### src/sbl_consts.vh
// Protocol byte values, addresses and counts for the serial RAM loader.
`ifndef SBL_CONSTS_VH
`define SBL_CONSTS_VH
`define SBL_SYNC_BYTE   8'h5A
`define SBL_CMD_RAM     8'h60
`define SBL_ERR_BAUD    8'h62
`define SBL_ERR_CMD     8'h63
`define SBL_ERR_FRAME   8'hA1
`define SBL_ERR_OVRUN   8'hA3
`define SBL_ERR_REPS    2'h2
`define SBL_ADDR_LAST   8'h03
`define SBL_BLANK_BASE  16'hFFE0
`define SBL_BLANK_LAST  8'h1F
`define SBL_BLANK_VAL   8'hFF
`define SBL_START_MARK  8'h3A
`define SBL_REC_DATA    8'h00
`define SBL_REC_END     8'h01
`endif

### src/sbl_csum.v
// Image checksum accumulator, kept apart so the algorithm can be swapped.
`timescale 1ns/1ps
module sbl_csum (
  input  wire        CLK_I,
  input  wire        RSTN_I,
  input  wire        add_i,
  input  wire [7:0]  data_i,
  output wire [15:0] sum_o
);
  reg [15:0] sum_ff;

  assign sum_o = sum_ff;

  // Plain 16-bit sum of every byte written into RAM; replace this body as needed.
  always @(posedge CLK_I or negedge RSTN_I)
  begin
    if (!RSTN_I)
      sum_ff <= 16'h0000;
    else if (add_i)
      sum_ff <= sum_ff + {8'h00, data_i};
  end
endmodule

### src/sbl_fifo2.v
// Small first-in first-out buffer with valid and ready on both sides.
`timescale 1ns/1ps
module sbl_fifo2 #(
  parameter W  = 8,
  parameter AW = 1
) (
  input  wire         CLK_I,
  input  wire         RSTN_I,
  input  wire [W-1:0] in_data_i,
  input  wire         in_valid_i,
  output wire         in_ready_o,
  output wire [W-1:0] out_data_o,
  output wire         out_valid_o,
  input  wire         out_ready_i
);
  reg [W-1:0] mem_ff [0:(1<<AW)-1];
  reg [AW:0]  wr_ff;
  reg [AW:0]  rd_ff;
  wire        empty;
  wire        full;

  // The extra pointer bit tells a full buffer from an empty one.
  assign empty       = (wr_ff == rd_ff);
  assign full        = (wr_ff[AW-1:0] == rd_ff[AW-1:0]) && (wr_ff[AW] != rd_ff[AW]);
  assign in_ready_o  = ~full;
  assign out_valid_o = ~empty;
  assign out_data_o  = mem_ff[rd_ff[AW-1:0]];

  // Pointers move only on an accepted handshake, so a stalled reader loses nothing.
  always @(posedge CLK_I or negedge RSTN_I)
  begin
    if (!RSTN_I)
    begin
      wr_ff <= {(AW+1){1'b0}};
      rd_ff <= {(AW+1){1'b0}};
    end
    else
    begin
      if (in_valid_i && !full)
        wr_ff <= wr_ff + {{AW{1'b0}}, 1'b1};
      if (out_ready_i && !empty)
        rd_ff <= rd_ff + {{AW{1'b0}}, 1'b1};
    end
  end

  // Storage has no reset; a slot is read only after it was written.
  always @(posedge CLK_I)
  begin
    if (in_valid_i && !full)
      mem_ff[wr_ff[AW-1:0]] <= in_data_i;
  end
endmodule

### src/sbl_loader.v
// Serial boot RAM loader command interpreter.
// How it works
// RL1: Sync 5AH is echoed; anything else gets no answer.
// RL2: Valid baud code is echoed; bad code sends error byte three times, halts.
// RL3: Command 60H is echoed; other commands send 63H three times, halt.
// RL4: Count address arrives high then low byte, with no reply.
// RL5: Comparison address arrives high then low byte, with no reply.
// RL6: Password bytes are never acknowledged.
// RL7: All FFH in FFE0H..FFFFH means blank, password compare skipped.
// RL8: Password error halts; only hardware reset restarts the loader.
// RL9: Read protection or any password error stops traffic and halts.
// RL10: Reception error during addresses or password halts.
// RL11: Controller must not send a lone end record after the password.
// RL12: Image bytes are never echoed.
// RL13: Bytes before start mark 3AH are discarded.
// RL14: Record parsed as length, address, type, data, checksum.
// RL15: Data bytes are written to RAM from the record address.
// RL16: Image checksum sent after error-free end record, upper byte first.
// RL17: Reception or format error in the image halts silently.
// RL18: Controller waits for both checksum bytes after the end record.
// RL19: After the checksum, jump to the first data record's address.
// RL20: New baud rate applies only after the baud echo has left.
// RL21: Controller repeats sync; device restarts baud detection on a miss.
// RL22: Controller sends 28H even when keeping the initial rate.
// RL23: Password compared with N bytes from comparison address; mismatch halts.
// RL24: Halted, the device drops all input and queues no new byte; bytes already buffered still go out.
// RL25: Image checksum algorithm lives in a replaceable sub-module.
`timescale 1ns/1ps
`include "sbl_consts.vh"
module sbl_loader (
  input  wire        CLK_I,
  input  wire        RSTN_I,
  input  wire [7:0]  RX_DATA_I,
  input  wire        RX_VALID_I,
  input  wire        RX_FRAME_ERR_I,
  input  wire        RX_OVRUN_ERR_I,
  output wire        RX_READY_O,
  output wire [7:0]  TX_DATA_O,
  output wire        TX_VALID_O,
  input  wire        TX_READY_I,
  input  wire        TX_IDLE_I,
  input  wire        BAUD_CODE_OK_I,
  input  wire        RDPROT_I,
  output wire        AUTOBAUD_RESTART_O,
  output wire [7:0]  BAUD_CODE_O,
  output wire        BAUD_APPLY_O,
  output wire [15:0] MEM_ADDR_O,
  output wire        MEM_RD_O,
  input  wire [7:0]  MEM_RDATA_I,
  output wire        MEM_WR_O,
  output wire [7:0]  MEM_WDATA_O,
  output wire        JUMP_O,
  output wire [15:0] JUMP_ADDR_O,
  output wire        HALT_O
);
  localparam S_SYNC  = 5'd0;
  localparam S_BAUD  = 5'd1;
  localparam S_BAUDW = 5'd2;
  localparam S_CMD   = 5'd3;
  localparam S_ADDR  = 5'd4;
  localparam S_PROT  = 5'd5;
  localparam S_RD    = 5'd6;
  localparam S_RDW   = 5'd7;
  localparam S_RDC   = 5'd8;
  localparam S_PWD   = 5'd9;
  localparam S_MARK  = 5'd10;
  localparam S_LEN   = 5'd11;
  localparam S_AH    = 5'd12;
  localparam S_AL    = 5'd13;
  localparam S_TYPE  = 5'd14;
  localparam S_DATA  = 5'd15;
  localparam S_CHK   = 5'd16;
  localparam S_SUMH  = 5'd17;
  localparam S_SUML  = 5'd18;
  localparam S_JUMPW = 5'd19;
  localparam S_DONE  = 5'd20;
  localparam S_ERR   = 5'd21;
  localparam S_HALT  = 5'd22;

  localparam K_BLANK = 2'd0;
  localparam K_COUNT = 2'd1;
  localparam K_PWD   = 2'd2;

  reg [4:0]  state_ff, nxt_state;
  reg [1:0]  kind_ff, nxt_kind;
  reg [7:0]  errc_ff, nxt_errc;
  reg [1:0]  reps_ff, nxt_reps;
  reg [7:0]  baud_ff, nxt_baud;
  reg [15:0] cnt_addr_ff, nxt_cnt_addr;
  reg [15:0] cmp_addr_ff, nxt_cmp_addr;
  reg [7:0]  idx_ff, nxt_idx;
  reg [7:0]  pwn_ff, nxt_pwn;
  reg [7:0]  pwb_ff, nxt_pwb;
  reg        blank_ff, nxt_blank;
  reg [7:0]  rlen_ff, nxt_rlen;
  reg [15:0] raddr_ff, nxt_raddr;
  reg [7:0]  rtype_ff, nxt_rtype;
  reg [7:0]  rsum_ff, nxt_rsum;
  reg [15:0] jaddr_ff, nxt_jaddr;
  reg        have_rec_ff, nxt_have_rec;
  reg [15:0] mem_addr_ff, nxt_mem_addr;
  reg        mem_rd_ff, nxt_mem_rd;
  reg        mem_wr_ff, nxt_mem_wr;
  reg [7:0]  mem_wdata_ff, nxt_mem_wdata;
  reg        apply_ff, nxt_apply;
  reg        jump_ff, nxt_jump;
  reg        restart_ff, nxt_restart;
  reg        halt_ff;
  reg        rx_ready, push, csum_add;
  reg [7:0]  push_data;

  wire       f_rdy, rx_take, rx_err, tx_drained;
  wire [7:0] rsum_add, idx_inc;
  wire [15:0] img_sum;

  assign rx_take    = RX_VALID_I & rx_ready;
  assign rx_err     = RX_FRAME_ERR_I | RX_OVRUN_ERR_I;
  assign tx_drained = ~TX_VALID_O & TX_IDLE_I;
  assign rsum_add   = rsum_ff + RX_DATA_I;
  assign idx_inc    = idx_ff + 8'h01;
  assign RX_READY_O = rx_ready;

  assign AUTOBAUD_RESTART_O = restart_ff;
  assign BAUD_CODE_O        = baud_ff;
  assign BAUD_APPLY_O       = apply_ff;
  assign MEM_ADDR_O         = mem_addr_ff;
  assign MEM_RD_O           = mem_rd_ff;
  assign MEM_WR_O           = mem_wr_ff;
  assign MEM_WDATA_O        = mem_wdata_ff;
  assign JUMP_O             = jump_ff;
  assign JUMP_ADDR_O        = jaddr_ff;
  assign HALT_O             = halt_ff;

  // Transmit bytes wait here, so a slow transmitter stalls the sequencer instead of losing bytes.
  sbl_fifo2 #(
    .W  (8),
    .AW (1)
  ) u_txbuf (
    .CLK_I       (CLK_I),
    .RSTN_I      (RSTN_I),
    .in_data_i   (push_data),
    .in_valid_i  (push),
    .in_ready_o  (f_rdy),
    .out_data_o  (TX_DATA_O),
    .out_valid_o (TX_VALID_O),
    .out_ready_i (TX_READY_I)
  );

  // RL25: swappable image sum
  sbl_csum u_csum (
    .CLK_I  (CLK_I),
    .RSTN_I (RSTN_I),
    .add_i  (csum_add),
    .data_i (RX_DATA_I),
    .sum_o  (img_sum)
  );

  // Sequencer: one received byte is taken per handshake and steers the next state.
  always @*
  begin
    nxt_state     = state_ff;
    nxt_kind      = kind_ff;
    nxt_errc      = errc_ff;
    nxt_reps      = reps_ff;
    nxt_baud      = baud_ff;
    nxt_cnt_addr  = cnt_addr_ff;
    nxt_cmp_addr  = cmp_addr_ff;
    nxt_idx       = idx_ff;
    nxt_pwn       = pwn_ff;
    nxt_pwb       = pwb_ff;
    nxt_blank     = blank_ff;
    nxt_rlen      = rlen_ff;
    nxt_raddr     = raddr_ff;
    nxt_rtype     = rtype_ff;
    nxt_rsum      = rsum_ff;
    nxt_jaddr     = jaddr_ff;
    nxt_have_rec  = have_rec_ff;
    nxt_mem_addr  = mem_addr_ff;
    nxt_mem_rd    = 1'b0;
    nxt_mem_wr    = 1'b0;
    nxt_mem_wdata = mem_wdata_ff;
    nxt_apply     = 1'b0;
    nxt_jump      = 1'b0;
    nxt_restart   = 1'b0;
    rx_ready      = 1'b1;
    push          = 1'b0;
    push_data     = RX_DATA_I;
    csum_add      = 1'b0;
    case (state_ff)
      S_SYNC:
      begin
        rx_ready = f_rdy;
        // RL1: echo sync or stay silent
        if (rx_take && !rx_err && RX_DATA_I == `SBL_SYNC_BYTE)
        begin
          push      = 1'b1;
          nxt_state = S_BAUD;
        end
        else if (rx_take)
          nxt_restart = 1'b1;
      end
      S_BAUD:
      begin
        rx_ready = f_rdy;
        // RL2: baud code check
        if (rx_take)
        begin
          nxt_state = S_ERR;
          if (RX_FRAME_ERR_I)
            nxt_errc = `SBL_ERR_FRAME;
          else if (RX_OVRUN_ERR_I)
            nxt_errc = `SBL_ERR_OVRUN;
          else if (!BAUD_CODE_OK_I)
            nxt_errc = `SBL_ERR_BAUD;
          else
          begin
            push      = 1'b1;
            nxt_baud  = RX_DATA_I;
            nxt_state = S_BAUDW;
          end
        end
      end
      S_BAUDW:
      begin
        rx_ready = 1'b0;
        // RL20: switch rate after echo leaves
        if (tx_drained)
        begin
          nxt_apply = 1'b1;
          nxt_state = S_CMD;
        end
      end
      S_CMD:
      begin
        rx_ready = f_rdy;
        // RL3: accept only the loader command
        if (rx_take)
        begin
          nxt_state = S_ERR;
          nxt_idx   = 8'h00;
          if (RX_FRAME_ERR_I)
            nxt_errc = `SBL_ERR_FRAME;
          else if (RX_OVRUN_ERR_I)
            nxt_errc = `SBL_ERR_OVRUN;
          else if (RX_DATA_I != `SBL_CMD_RAM)
            nxt_errc = `SBL_ERR_CMD;
          else
          begin
            push      = 1'b1;
            nxt_state = S_ADDR;
          end
        end
      end
      S_ADDR:
      begin
        // RL4: count address, silent
        // RL5: comparison address, silent
        if (rx_take)
        begin
          // RL10: error in address halts
          if (rx_err)
            nxt_state = S_HALT;
          else
          begin
            {nxt_cnt_addr, nxt_cmp_addr} = {cnt_addr_ff[7:0], cmp_addr_ff, RX_DATA_I};
            nxt_idx = idx_inc;
            if (idx_ff == `SBL_ADDR_LAST)
              nxt_state = S_PROT;
          end
        end
      end
      S_PROT:
      begin
        rx_ready  = 1'b0;
        nxt_idx   = 8'h00;
        nxt_kind  = K_BLANK;
        nxt_blank = 1'b1;
        // RL9: read protection halts
        if (RDPROT_I)
          nxt_state = S_HALT;
        else
          nxt_state = S_RD;
      end
      S_RD:
      begin
        rx_ready   = 1'b0;
        nxt_mem_rd = 1'b1;
        nxt_state  = S_RDW;
        if (kind_ff == K_BLANK)
          nxt_mem_addr = `SBL_BLANK_BASE + {8'h00, idx_ff};
        else if (kind_ff == K_COUNT)
          nxt_mem_addr = cnt_addr_ff;
        else
          nxt_mem_addr = cmp_addr_ff + {8'h00, idx_ff};
      end
      S_RDW:
      begin
        rx_ready  = 1'b0;
        nxt_state = S_RDC;
      end
      S_RDC:
      begin
        rx_ready = 1'b0;
        nxt_idx  = idx_inc;
        nxt_state = S_RD;
        if (kind_ff == K_BLANK)
        begin
          // RL7: blank area skips compare
          nxt_blank = blank_ff & (MEM_RDATA_I == `SBL_BLANK_VAL);
          if (idx_ff == `SBL_BLANK_LAST)
          begin
            nxt_kind = K_COUNT;
            if (nxt_blank)
              nxt_state = S_MARK;
          end
        end
        else if (kind_ff == K_COUNT)
        begin
          nxt_pwn   = MEM_RDATA_I;
          nxt_idx   = 8'h00;
          nxt_state = (MEM_RDATA_I == 8'h00) ? S_MARK : S_PWD;
        end
        else
        begin
          // RL23: byte compare, silent halt
          // RL8: password error halts
          if (MEM_RDATA_I != pwb_ff)
            nxt_state = S_HALT;
          else if (idx_inc == pwn_ff)
            nxt_state = S_MARK;
          else
            nxt_state = S_PWD;
        end
      end
      S_PWD:
      begin
        // RL6: password byte, no reply
        if (rx_take)
        begin
          nxt_pwb   = RX_DATA_I;
          nxt_kind  = K_PWD;
          // RL10: error in password halts
          nxt_state = rx_err ? S_HALT : S_RD;
        end
      end
      S_MARK:
      begin
        // RL12: nothing is echoed here
        // RL13: wait for start mark
        nxt_rsum = 8'h00;
        if (rx_take && rx_err)
          nxt_state = S_HALT;
        else if (rx_take && RX_DATA_I == `SBL_START_MARK)
          nxt_state = S_LEN;
      end
      S_LEN, S_AH, S_AL, S_TYPE, S_DATA, S_CHK:
      begin
        // RL14: ordered record fields
        if (rx_take)
        begin
          nxt_rsum = rsum_add;
          // RL17: silent halt on image error
          if (rx_err)
            nxt_state = S_HALT;
          else if (state_ff == S_LEN)
          begin
            nxt_rlen  = RX_DATA_I;
            nxt_state = S_AH;
          end
          else if (state_ff == S_AH)
          begin
            nxt_raddr = {RX_DATA_I, raddr_ff[7:0]};
            nxt_state = S_AL;
          end
          else if (state_ff == S_AL)
          begin
            nxt_raddr = {raddr_ff[15:8], RX_DATA_I};
            nxt_state = S_TYPE;
          end
          else if (state_ff == S_TYPE)
          begin
            nxt_rtype = RX_DATA_I;
            nxt_idx   = 8'h00;
            if (RX_DATA_I == `SBL_REC_DATA)
              nxt_state = (rlen_ff == 8'h00) ? S_CHK : S_DATA;
            else if (RX_DATA_I == `SBL_REC_END && rlen_ff == 8'h00)
              nxt_state = S_CHK;
            else
              nxt_state = S_HALT;
          end
          else if (state_ff == S_DATA)
          begin
            // RL15: store at record address
            nxt_mem_wr    = 1'b1;
            nxt_mem_addr  = raddr_ff + {8'h00, idx_ff};
            nxt_mem_wdata = RX_DATA_I;
            csum_add      = 1'b1;
            nxt_idx       = idx_inc;
            if (idx_inc == rlen_ff)
              nxt_state = S_CHK;
          end
          else if (rsum_add != 8'h00)
            nxt_state = S_HALT;
          else if (rtype_ff == `SBL_REC_END)
            nxt_state = S_SUMH;
          else
          begin
            // RL19: remember first record address
            if (!have_rec_ff)
              nxt_jaddr = raddr_ff;
            nxt_have_rec = 1'b1;
            nxt_state    = S_MARK;
          end
        end
      end
      S_SUMH:
      begin
        rx_ready = 1'b0;
        // RL16: upper checksum byte first
        push      = f_rdy;
        push_data = img_sum[15:8];
        if (f_rdy)
          nxt_state = S_SUML;
      end
      S_SUML:
      begin
        rx_ready  = 1'b0;
        push      = f_rdy;
        push_data = img_sum[7:0];
        if (f_rdy)
          nxt_state = S_JUMPW;
      end
      S_JUMPW:
      begin
        rx_ready = 1'b0;
        // RL19: jump once both bytes left
        if (tx_drained)
        begin
          nxt_jump  = 1'b1;
          nxt_state = S_DONE;
        end
      end
      S_ERR:
      begin
        rx_ready  = 1'b0;
        push      = f_rdy;
        push_data = errc_ff;
        // RL2: error byte sent three times
        if (f_rdy)
        begin
          nxt_reps = reps_ff + 2'h1;
          if (reps_ff == `SBL_ERR_REPS)
            nxt_state = S_HALT;
        end
      end
      S_DONE:
        nxt_state = S_DONE;
      S_HALT:
        // RL24: drop input, queue nothing new
        nxt_state = S_HALT;
      default:
        nxt_state = S_HALT;
    endcase
  end

  // All control state clears on reset; the halt state is left only through reset.
  always @(posedge CLK_I or negedge RSTN_I)
  begin
    if (!RSTN_I)
    begin
      state_ff     <= S_SYNC;
      kind_ff      <= K_BLANK;
      errc_ff      <= 8'h00;
      reps_ff      <= 2'h0;
      baud_ff      <= 8'h00;
      cnt_addr_ff  <= 16'h0000;
      cmp_addr_ff  <= 16'h0000;
      idx_ff       <= 8'h00;
      pwn_ff       <= 8'h00;
      pwb_ff       <= 8'h00;
      blank_ff     <= 1'b0;
      rlen_ff      <= 8'h00;
      raddr_ff     <= 16'h0000;
      rtype_ff     <= 8'h00;
      rsum_ff      <= 8'h00;
      jaddr_ff     <= 16'h0000;
      have_rec_ff  <= 1'b0;
      mem_addr_ff  <= 16'h0000;
      mem_rd_ff    <= 1'b0;
      mem_wr_ff    <= 1'b0;
      mem_wdata_ff <= 8'h00;
      apply_ff     <= 1'b0;
      jump_ff      <= 1'b0;
      restart_ff   <= 1'b0;
      halt_ff      <= 1'b0;
    end
    else
    begin
      state_ff     <= nxt_state;
      kind_ff      <= nxt_kind;
      errc_ff      <= nxt_errc;
      reps_ff      <= nxt_reps;
      baud_ff      <= nxt_baud;
      cnt_addr_ff  <= nxt_cnt_addr;
      cmp_addr_ff  <= nxt_cmp_addr;
      idx_ff       <= nxt_idx;
      pwn_ff       <= nxt_pwn;
      pwb_ff       <= nxt_pwb;
      blank_ff     <= nxt_blank;
      rlen_ff      <= nxt_rlen;
      raddr_ff     <= nxt_raddr;
      rtype_ff     <= nxt_rtype;
      rsum_ff      <= nxt_rsum;
      jaddr_ff     <= nxt_jaddr;
      have_rec_ff  <= nxt_have_rec;
      mem_addr_ff  <= nxt_mem_addr;
      mem_rd_ff    <= nxt_mem_rd;
      mem_wr_ff    <= nxt_mem_wr;
      mem_wdata_ff <= nxt_mem_wdata;
      apply_ff     <= nxt_apply;
      jump_ff      <= nxt_jump;
      restart_ff   <= nxt_restart;
      halt_ff      <= (nxt_state == S_HALT);
    end
  end
endmodule

### config.mk
export PLATFORM = sky130hd
export DESIGN_NAME = sbl_loader
export DESIGN_NICKNAME = d
export VERILOG_FILES = /design/src/sbl_csum.v /design/src/sbl_fifo2.v /design/src/sbl_loader.v
export VERILOG_INCLUDE_DIRS = /design/src
export SDC_FILE = /design/constraint.sdc
export NUM_CORES = 1
export LEC_CHECK = 0
export ABC_AREA = 1
export BUFFER_PORTS_ARGS = -buffer_cell sky130_fd_sc_hd__buf_2
export CORE_ASPECT_RATIO = 1.25
export CORE_MARGIN = 2
export CORE_UTILIZATION = 25
export DETAILED_ROUTE_END_ITERATION = 12
export PLACE_DENSITY = 0.41
export SETUP_SLACK_MARGIN = 0.15
export SYNTH_ARGS = -nofsm -noshare
export SYNTH_HDL_FRONTEND = slang
export SYNTH_SLANG_ARGS = --single-unit
### constraint.sdc
create_clock -name CLK_I -period 6.5 [get_ports CLK_I]
set_clock_uncertainty 0.2 [all_clocks]
set_input_delay 0.975 -clock CLK_I [delete_from_list [all_inputs] [get_ports CLK_I]]
set_output_delay 0.975 -clock CLK_I [all_outputs]
set_load 0.01 [all_outputs]
==> impl_metrics.py, run 1 <==
metrics = {
    "synth": {
        "synth_seq_cells": 202,
        "synthFlopType": "dfrtp_1",
        "ys_types": 58,
        "synth_area_leaders": "dfrtp_1, nand2_1, o21ai_0, inv_1, edfxtp_1",
        "synth.top_cell.area_share_pct": 41.0,
        "yosysWarnings": 0,
        "async_reset_ff_share_pct": 92.1,
        "synthXorXnorAreaFrac_pct": 3.32,
        "synthMuxAreaShare_pct": 2.69,
        "synth_top_family_by_area": "simple AND/OR/NAND/NOR gates",
        "avgSynthCellArea_um2": 8.06,
        "synth-compound-area-share_pct": 12.3,
        "yosys.area.top_type": "dfrtp_1",
        "synth-adder-area-share_pct": 4.67,
        "synth-seq-area-share_pct": 45.2,
        "synth_enable_flop_cells": 16,
        "synth_nets": 1474,
        "syn_inst": 1409,
        "synth-simple-area-share_pct": 25.3,
        "netlist_area_um2": 11400,
    },
    "clocking": {
        "postCtsSetupBuffers": 0,
        "cts_buffer_depth": 3,
        "cts_made_buffers": 26,
        "worstSkewPairLatency_ns": 0.55,
        "cts-root-buf": "clkbuf_16",
        "clkTransAtPathRegs_ns": 0.06,
        "cts_resized": 0,
        "ctsHoldBuffers": 0,
        "htreeDepth": 1,
        "cts.sinks": 202,
        "tritoncts": "yes",
    },
    "floorplan": {
        "coreArea_um2": 45000,
        "rows": 87,
        "initial_core_util_pct": 25.3,
        "die_h_um": 242,
        "die_x_um": 195,
        "ios": 89,
        "die_area_um2": 47200,
    },
    "power": {
        "p_leak_uw": 0.00678,
        "total_power_uw": 2970,
        "pwr_density_cell_nw_per_um2": 223,
        "peakVddDrop_mv": 0.151,
    },
    "setup_path": {
        "critical_path_class": "register to output port",
        "crit_required_ns": 5.32,
        "crit_chain": "inv_1 -> nor2_1 -> nand3_2 -> nand3_1 -> nor2_1 -> nand3_2 -> nand2_4 -> buf_2",
        "crit_arrival_ns": 2.19,
        "regToRegStartpoint": "state_ff[0]",
        "cp_slowest_stage_delay_ns": 0.47,
        "critPathLaunch": "state_ff[3]",
        "startpoint_type": "register",
        "path_max_fanout": 8,
        "crit_slowest_cell": "dfrtp_1",
        "cp-end-kind": "output port",
    },
    "final_layout": {
        "final_util_pct": 29.6,
        "drive_gt1_share_pct": 12.8,
        "antenna_cells": 0,
        "area_growth_pct": 17.0,
        "final_nets": 1564,
    },
    "routing": {
        "drt_wl_total_mm": 38.0,
        "drcViolationCount": 0,
        "dr.pass1.iters": 5,
        "vias": 9821,
        "detail_route.vias_per_cell": 4.68,
        "drt_iter0_markers": 587,
        "ant_nets": 0,
        "wl_per_cell_um": 18.1,
    },
    "grt": {
        "grt_overflow_total": 0,
        "grt_max_degree": 103,
        "antenna_found_initial": 1,
        "grt_pass1_wl_mm": 59.7,
        "grt_pass1_vias": 10300,
        "gr-usage-all-layers_pct": 16.3,
    },
    "sta": {
        "finalCritPeriodShare_pct": 51.7,
        "hold_viol_final": 0,
        "finalMaxSlewViolations": 0,
        "timing.setup.tns_ns": 0,
        "worst_slew_pin_slew_ns": 1.03,
        "slew_headroom_pct": 31.2,
        "setup_violations": 0,
        "hold-worst-slack_ns": 0.245,
        "period_minus_slack_ns": 3.36,
        "max_freq_mhz": 298,
        "rsz0062_at_grt": "no",
    },
    "flow_run": {
        "cap_viol_max_count": 0,
    },
    "placement": {
        "io_buffers": 88,
        "hpwl_mm": 28.4,
        "place.gp.congestion": 0.873,
    },
    "status": {
        "outcome": "finished, final reports clean",
    },
    "worst_hold_path": {
        "hold_path.class": "input pin to asynchronous set/reset pin",
    },
}
[routing by layer]
layer | track usage [%] | share of wire, % | wire length (um) | up-vias
li1 | - | - | - | 4865
met1 | 19.8 | 43 | 16400 | 4684
met2 | 29.5 | 50 | 19100 | 204
met3 | 2.21 | 3.6 | 1390 | 66
met4 | 5.32 | 2.9 | 1120 | 2
met5 | 0 | 0.034 | 13 | -
[sequential cells by signal (all words and copies together) (netlist names), 5 cells and up]
register	flops
state_ff	5
idx_ff	8
pwb_ff	8
u_txbuf.mem_ff	16
rtype_ff	8
u_csum.sum_o	16
rsum_ff	8
JUMP_ADDR_O	16
pwn_ff	8
errc_ff	5
cnt_addr_ff	16
rlen_ff	8
MEM_WDATA_O	8
BAUD_CODE_O	8
cmp_addr_ff	16
MEM_ADDR_O	16
raddr_ff	16
[metrics by stage]
stage / area [um2] / setup slack [ns] / cells
floorplan: 11400 / 3.24 / 1409
global placement: 12400 / 2.69 / 2049
detailed placement: 12400 / 2.59 / 2049
CTS: 13300 / 3.11 / 2097
global route: 13300 / 2.85 / 2097
finish: 13300 / 3.14 / 2097
[worst max-delay path, delay by kind of cell (launching register included)]
| family | cells | cell delay [ns] |
|---|---|---|
| buffers and inverters | 2 | 0.28 |
| flip-flops | 1 | 0.47 |
| AND/OR/NAND/NOR | 6 | 0.89 |
[report_power, final]
part | switching [uW] | internal [uW] | leakage, uW
logic | 136 | 53.9 | 0.00380
registers | 13.9 | 1280 | 0.00256
clock network | 578 | 905 | 0.000431
total | 728 | 2240 | 0.00678
[final timing paths]
path | to | slack, ns | depth (start not counted)
setup / recovery | RX_READY_O | 3.14 | 8
hold / removal | u_csum.sum_o[11] | 0.24 | 1
setup reg to reg | u_txbuf.mem_ff[0][4] | 3.15 | 11
hold reg to reg | errc_ff[5] | 0.26 | 2
max in group asynchronous | MEM_ADDR_O[15] | 4.48 | 2
min in group CLK_I | errc_ff[5] | 0.26 | 2
[cells in the final DEF (no fill, tap or decap), types with 9 or more instances in the layout]
cell type,n
mux2_1,10
nand4_1,18
nand2_1,372
o21ai_0,127
dfrtp_1,186
nor2_1,112
xnor2_1,19
nor3_1,10
inv_1,141
nor4_1,9
nand3_1,93
buf_2,87
o21ai_1,9
clkbuf_16,27
nand2_2,9
a21oi_1,60
ha_1,36
nor2_2,10
xor2_1,24
o22ai_1,13
mux2_2,10
edfxtp_1,16
[synth_stat cells (3+ instances only)]
cell type,instances
xor2_1,24
nor2_2,10
buf_2,3
nand3_1,93
inv_1,141
nor2_1,112
o21ai_0,127
clkinv_1,7
mux2_1,10
o21ai_1,9
a21oi_1,60
nand2_2,8
fa_1,4
o2111ai_1,4
nand3_2,4
edfxtp_1,16
o22ai_1,13
nand4_1,18
nor2_4,4
xnor2_1,19
mux2i_1,8
a31oi_1,7
dfrtp_1,186
clkbuf_1,20
nor3_1,10
inv_2,8
o211ai_1,4
a221o_1,3
nor4_1,9
o221ai_1,5
nand2_1,373
nand2_4,3
or2_2,6
mux2_2,10
ha_1,36
[layout make-up]
cell class / count / area [um2]
fill: 4901 / 31700
multi-input combinational: 1021 / 5490
sequential: 202 / 5130
clock buffer: 39 / 781
tap: 578 / 723
inverter: 156 / 586
timing repair buffer: 92 / 479
clock inverter: 9 / 100
[kinds of logic (layout without fill, tap and decap cells)]
kind of cell / Yosys count / in the layout
xor gates and xnor gates: 43 / 43
muxes: 28 / 28
AOI/OAI and AO/OA: 250 / 250
adders and majority gates: 40 / 40
DFF: 202 / 202
and+or+nand+nor: 660 / 660
buffers and inverters: 186 / 296
(Power assumes the default switching activity.)
==> run 2: changes to the inputs <==
--- a/config.mk
+++ b/config.mk
@@ -12,7 +12,7 @@
 export CORE_MARGIN = 2
 export CORE_UTILIZATION = 25
 export DETAILED_ROUTE_END_ITERATION = 12
-export PLACE_DENSITY = 0.41
+export PLACE_DENSITY = 0.42
 export SETUP_SLACK_MARGIN = 0.15
 export SYNTH_ARGS = -nofsm -noshare
 export SYNTH_HDL_FRONTEND = slang
==> constraint.sdc (replaced) <==
create_clock -name CLK_I -period 2.8 [get_ports CLK_I]
set_clock_uncertainty 0.2 [all_clocks]
set_input_delay 0.42 -clock CLK_I [delete_from_list [all_inputs] [get_ports CLK_I]]
set_output_delay 0.42 -clock CLK_I [all_outputs]
set_load 0.01 [all_outputs]
==> run 2 against run 1 <==
Compared with the run above:
- global-route usage increased by 0.61 points
- highest routed layer unchanged
- non-clock buffer count grew 151
- register-to-register slack worse by 3.1 ns
- critical path depth up 2
- largest power group unchanged
- cell count increased by 7.2%
- via count up 5.9%
==> impl_metrics.py, run 2 (synthesized netlist as in run 1, its figures left out) <==
metrics = {
    "clocking": {
        "cts_buffer_depth": 3,
        "tritoncts": "yes",
        "worstSkewPairLatency_ns": 0.55,
        "clkTransAtPathRegs_ns": 0.06,
        "cts-root-buf": "clkbuf_16",
        "cts.sinks": 202,
        "htreeDepth": 1,
        "cts_made_buffers": 26,
    },
    "power": {
        "p_int_uw": 5280,
        "power.switching_uw": 1740,
        "total_power_uw": 7020,
        "seqPwrFrac_pct": 42.5,
        "switching_share_pct": 24.8,
        "clockPowerShare_pct": 49.5,
        "pwr_density_cell_nw_per_um2": 471,
        "p_leak_uw": 0.00760,
        "peakVddDrop_mv": 0.389,
        "combPwrFrac_pct": 8.1,
    },
    "floorplan": {
        "ios": 89,
        "rows": 87,
        "die_x_um": 195,
        "die_area_um2": 47200,
        "initial_core_util_pct": 25.3,
        "coreArea_um2": 45000,
        "die_h_um": 242,
    },
    "final_layout": {
        "final_nets": 1715,
        "layout_common_cells": "nand2_1, dfrtp_1, inv_1",
        "final_util_pct": 33.1,
        "fill_cells": 4833,
        "layout_commonest_cell": "nand2_1",
        "drive_gt1_share_pct": 23.9,
        "antenna_cells": 0,
        "area_growth_pct": 31.2,
    },
    "sta": {
        "finalCritPeriodShare_pct": 98.3,
        "slew_headroom_pct": 58.3,
        "timing.setup.tns_ns": 0,
        "rsz0062_at_grt": "yes",
        "hold-worst-slack_ns": 0.0169,
        "setup_violations": 0,
        "worst_slew_pin_slew_ns": 0.624,
        "period_minus_slack_ns": 2.75,
        "hold_viol_final": 0,
        "max_freq_mhz": 363,
        "setup_slack_ns": 0.0472,
        "finalMaxSlewViolations": 0,
    },
    "worst_hold_path": {
        "min_from": "MEM_RDATA_I[2]",
        "hold_path.class": "input pin to register",
        "hold_end": "pwn_ff[2]",
        "whs_path_depth": 3,
    },
    "grt": {
        "grt_pass1_wl_mm": 61.5,
        "antenna_found_initial": 2,
        "grt_overflow_total": 0,
        "gr-usage-all-layers_pct": 16.9,
        "grt_pass1_vias": 10500,
        "grt_max_degree": 67,
    },
    "setup_path": {
        "cp-end-kind": "register",
        "r2r_slack_ns": 0.05,
        "crit_required_ns": 3.04,
        "startpoint_type": "register",
        "crit_slowest_cell": "fa_2",
        "path_max_fanout": 8,
        "crit_arrival_ns": 2.99,
        "crit_chain": "ha_4 -> fa_2 -> xor2_2 -> nor3_2 -> nand3_4 -> nor2_4 -> nand3_4 -> nor2_8 -> clkbuf_16 -> mux2_2",
        "critical_path_class": "register to register",
        "regToRegStartpoint": "rsum_ff[0]",
        "cp_common_cell": "nand3_4",
        "cp_slowest_stage_delay_ns": 0.43,
        "critPathTopFamily": "simple AND/OR/NAND/NOR gates",
        "worstRegToRegCells": 10,
        "cp_num_buf_inv": 1,
        "timing.rr.end": "JUMP_ADDR_O[0]",
    },
    "placement": {
        "io_buffers": 88,
        "place.gp.congestion": 0.884,
        "pre_cts_ws_ns": -0.164,
        "hpwl_mm": 30.5,
    },
    "routing": {
        "vias": 10400,
        "detail_route.vias_per_cell": 4.63,
        "drcViolationCount": 0,
        "dr.pass1.iters": 5,
        "wl_per_cell_um": 17.8,
        "drt_wl_total_mm": 40.0,
        "ant_nets": 0,
        "drt_iter0_markers": 507,
    },
    "status": {
        "outcome": "finished, final reports clean",
    },
    "flow_run": {
        "cap_viol_max_count": 0,
    },
}
run 2: cell types whose count changed in the layout (fill, tap and decap cells not counted), sizes merged:
cell,previous run,this run
clkbuf,40,39
dlygate4sd3,0,10
bufinv,2,3
clkinv,12,13
buf,91,231
run 2: final cells by class:
type | count | area [um2] | area share, %
Multi-Input combinational cell | 1021 | 5790 | 38.9
Inverter | 156 | 591 | 3.96
Tap cell | 578 | 723 | 4.85
Clock inverter | 11 | 133 | 0.890
Timing Repair Buffer | 243 | 1770 | 11.9
Clock buffer | 37 | 743 | 4.99
Sequential cell | 202 | 5140 | 34.5
run 2: per-stage QoR:
step	instances	area, um2
finish	2248	14900
global route	2248	14900
CTS	2238	14600
detailed placement	2171	13400
global placement	2171	13400
floorplan	1409	11400
run 2: worst max path at each step:
stage | start | to | slack, ns | depth (start not counted)
global placement | RX_DATA_I[0] | JUMP_ADDR_O[0] | -0.16 | 14
floorplan | state_ff[0] | u_txbuf.mem_ff[0][0] | 0.17 | 11
global route | rsum_ff[0] | JUMP_ADDR_O[13] | -0.07 | 10
detailed placement | RX_DATA_I[0] | JUMP_ADDR_O[1] | -0.16 | 11
CTS | rsum_ff[0] | JUMP_ADDR_O[15] | 0.14 | 10
finish | rsum_ff[0] | JUMP_ADDR_O[0] | 0.05 | 10
run 2: repair_timing:
| item | in CTS | in global routing |
|---|---|---|
| pin swaps | 8 | 22 |
| resized for setup | 26 | 77 |
| setup endpoints to repair | 30 | 84 |
| hold buffers | 10 | 0 |
| setup buffers | 9 | 9 |
| cloned | 0 | 1 |
| endpoints found under the hold margin | 71 | 0 |
run 2: tightest hold or removal path: cells and delay by family:
| family | cells | cell delay, ns |
|---|---|---|
| buf+inv | 2 | 0.16 |
| compound gates | 1 | 0.15 |
run 2: layer usage:
layer,track usage (%),up-vias,routed length [um]
met1,21.3,4946,17500
met3,2.46,59,1790
li1,-,5157,-
met4,5.52,4,1090
met5,0,-,29
met2,29.6,232,19600
run 2: power groups by stage:
stage	registers, uW	clock network (uW)	logic [uW]
finish	2980	3470	566
global route	2980	3690	634
CTS	2980	3560	572
detailed placement	3030	0	558
global placement	3040	0	558
floorplan	3030	0	241
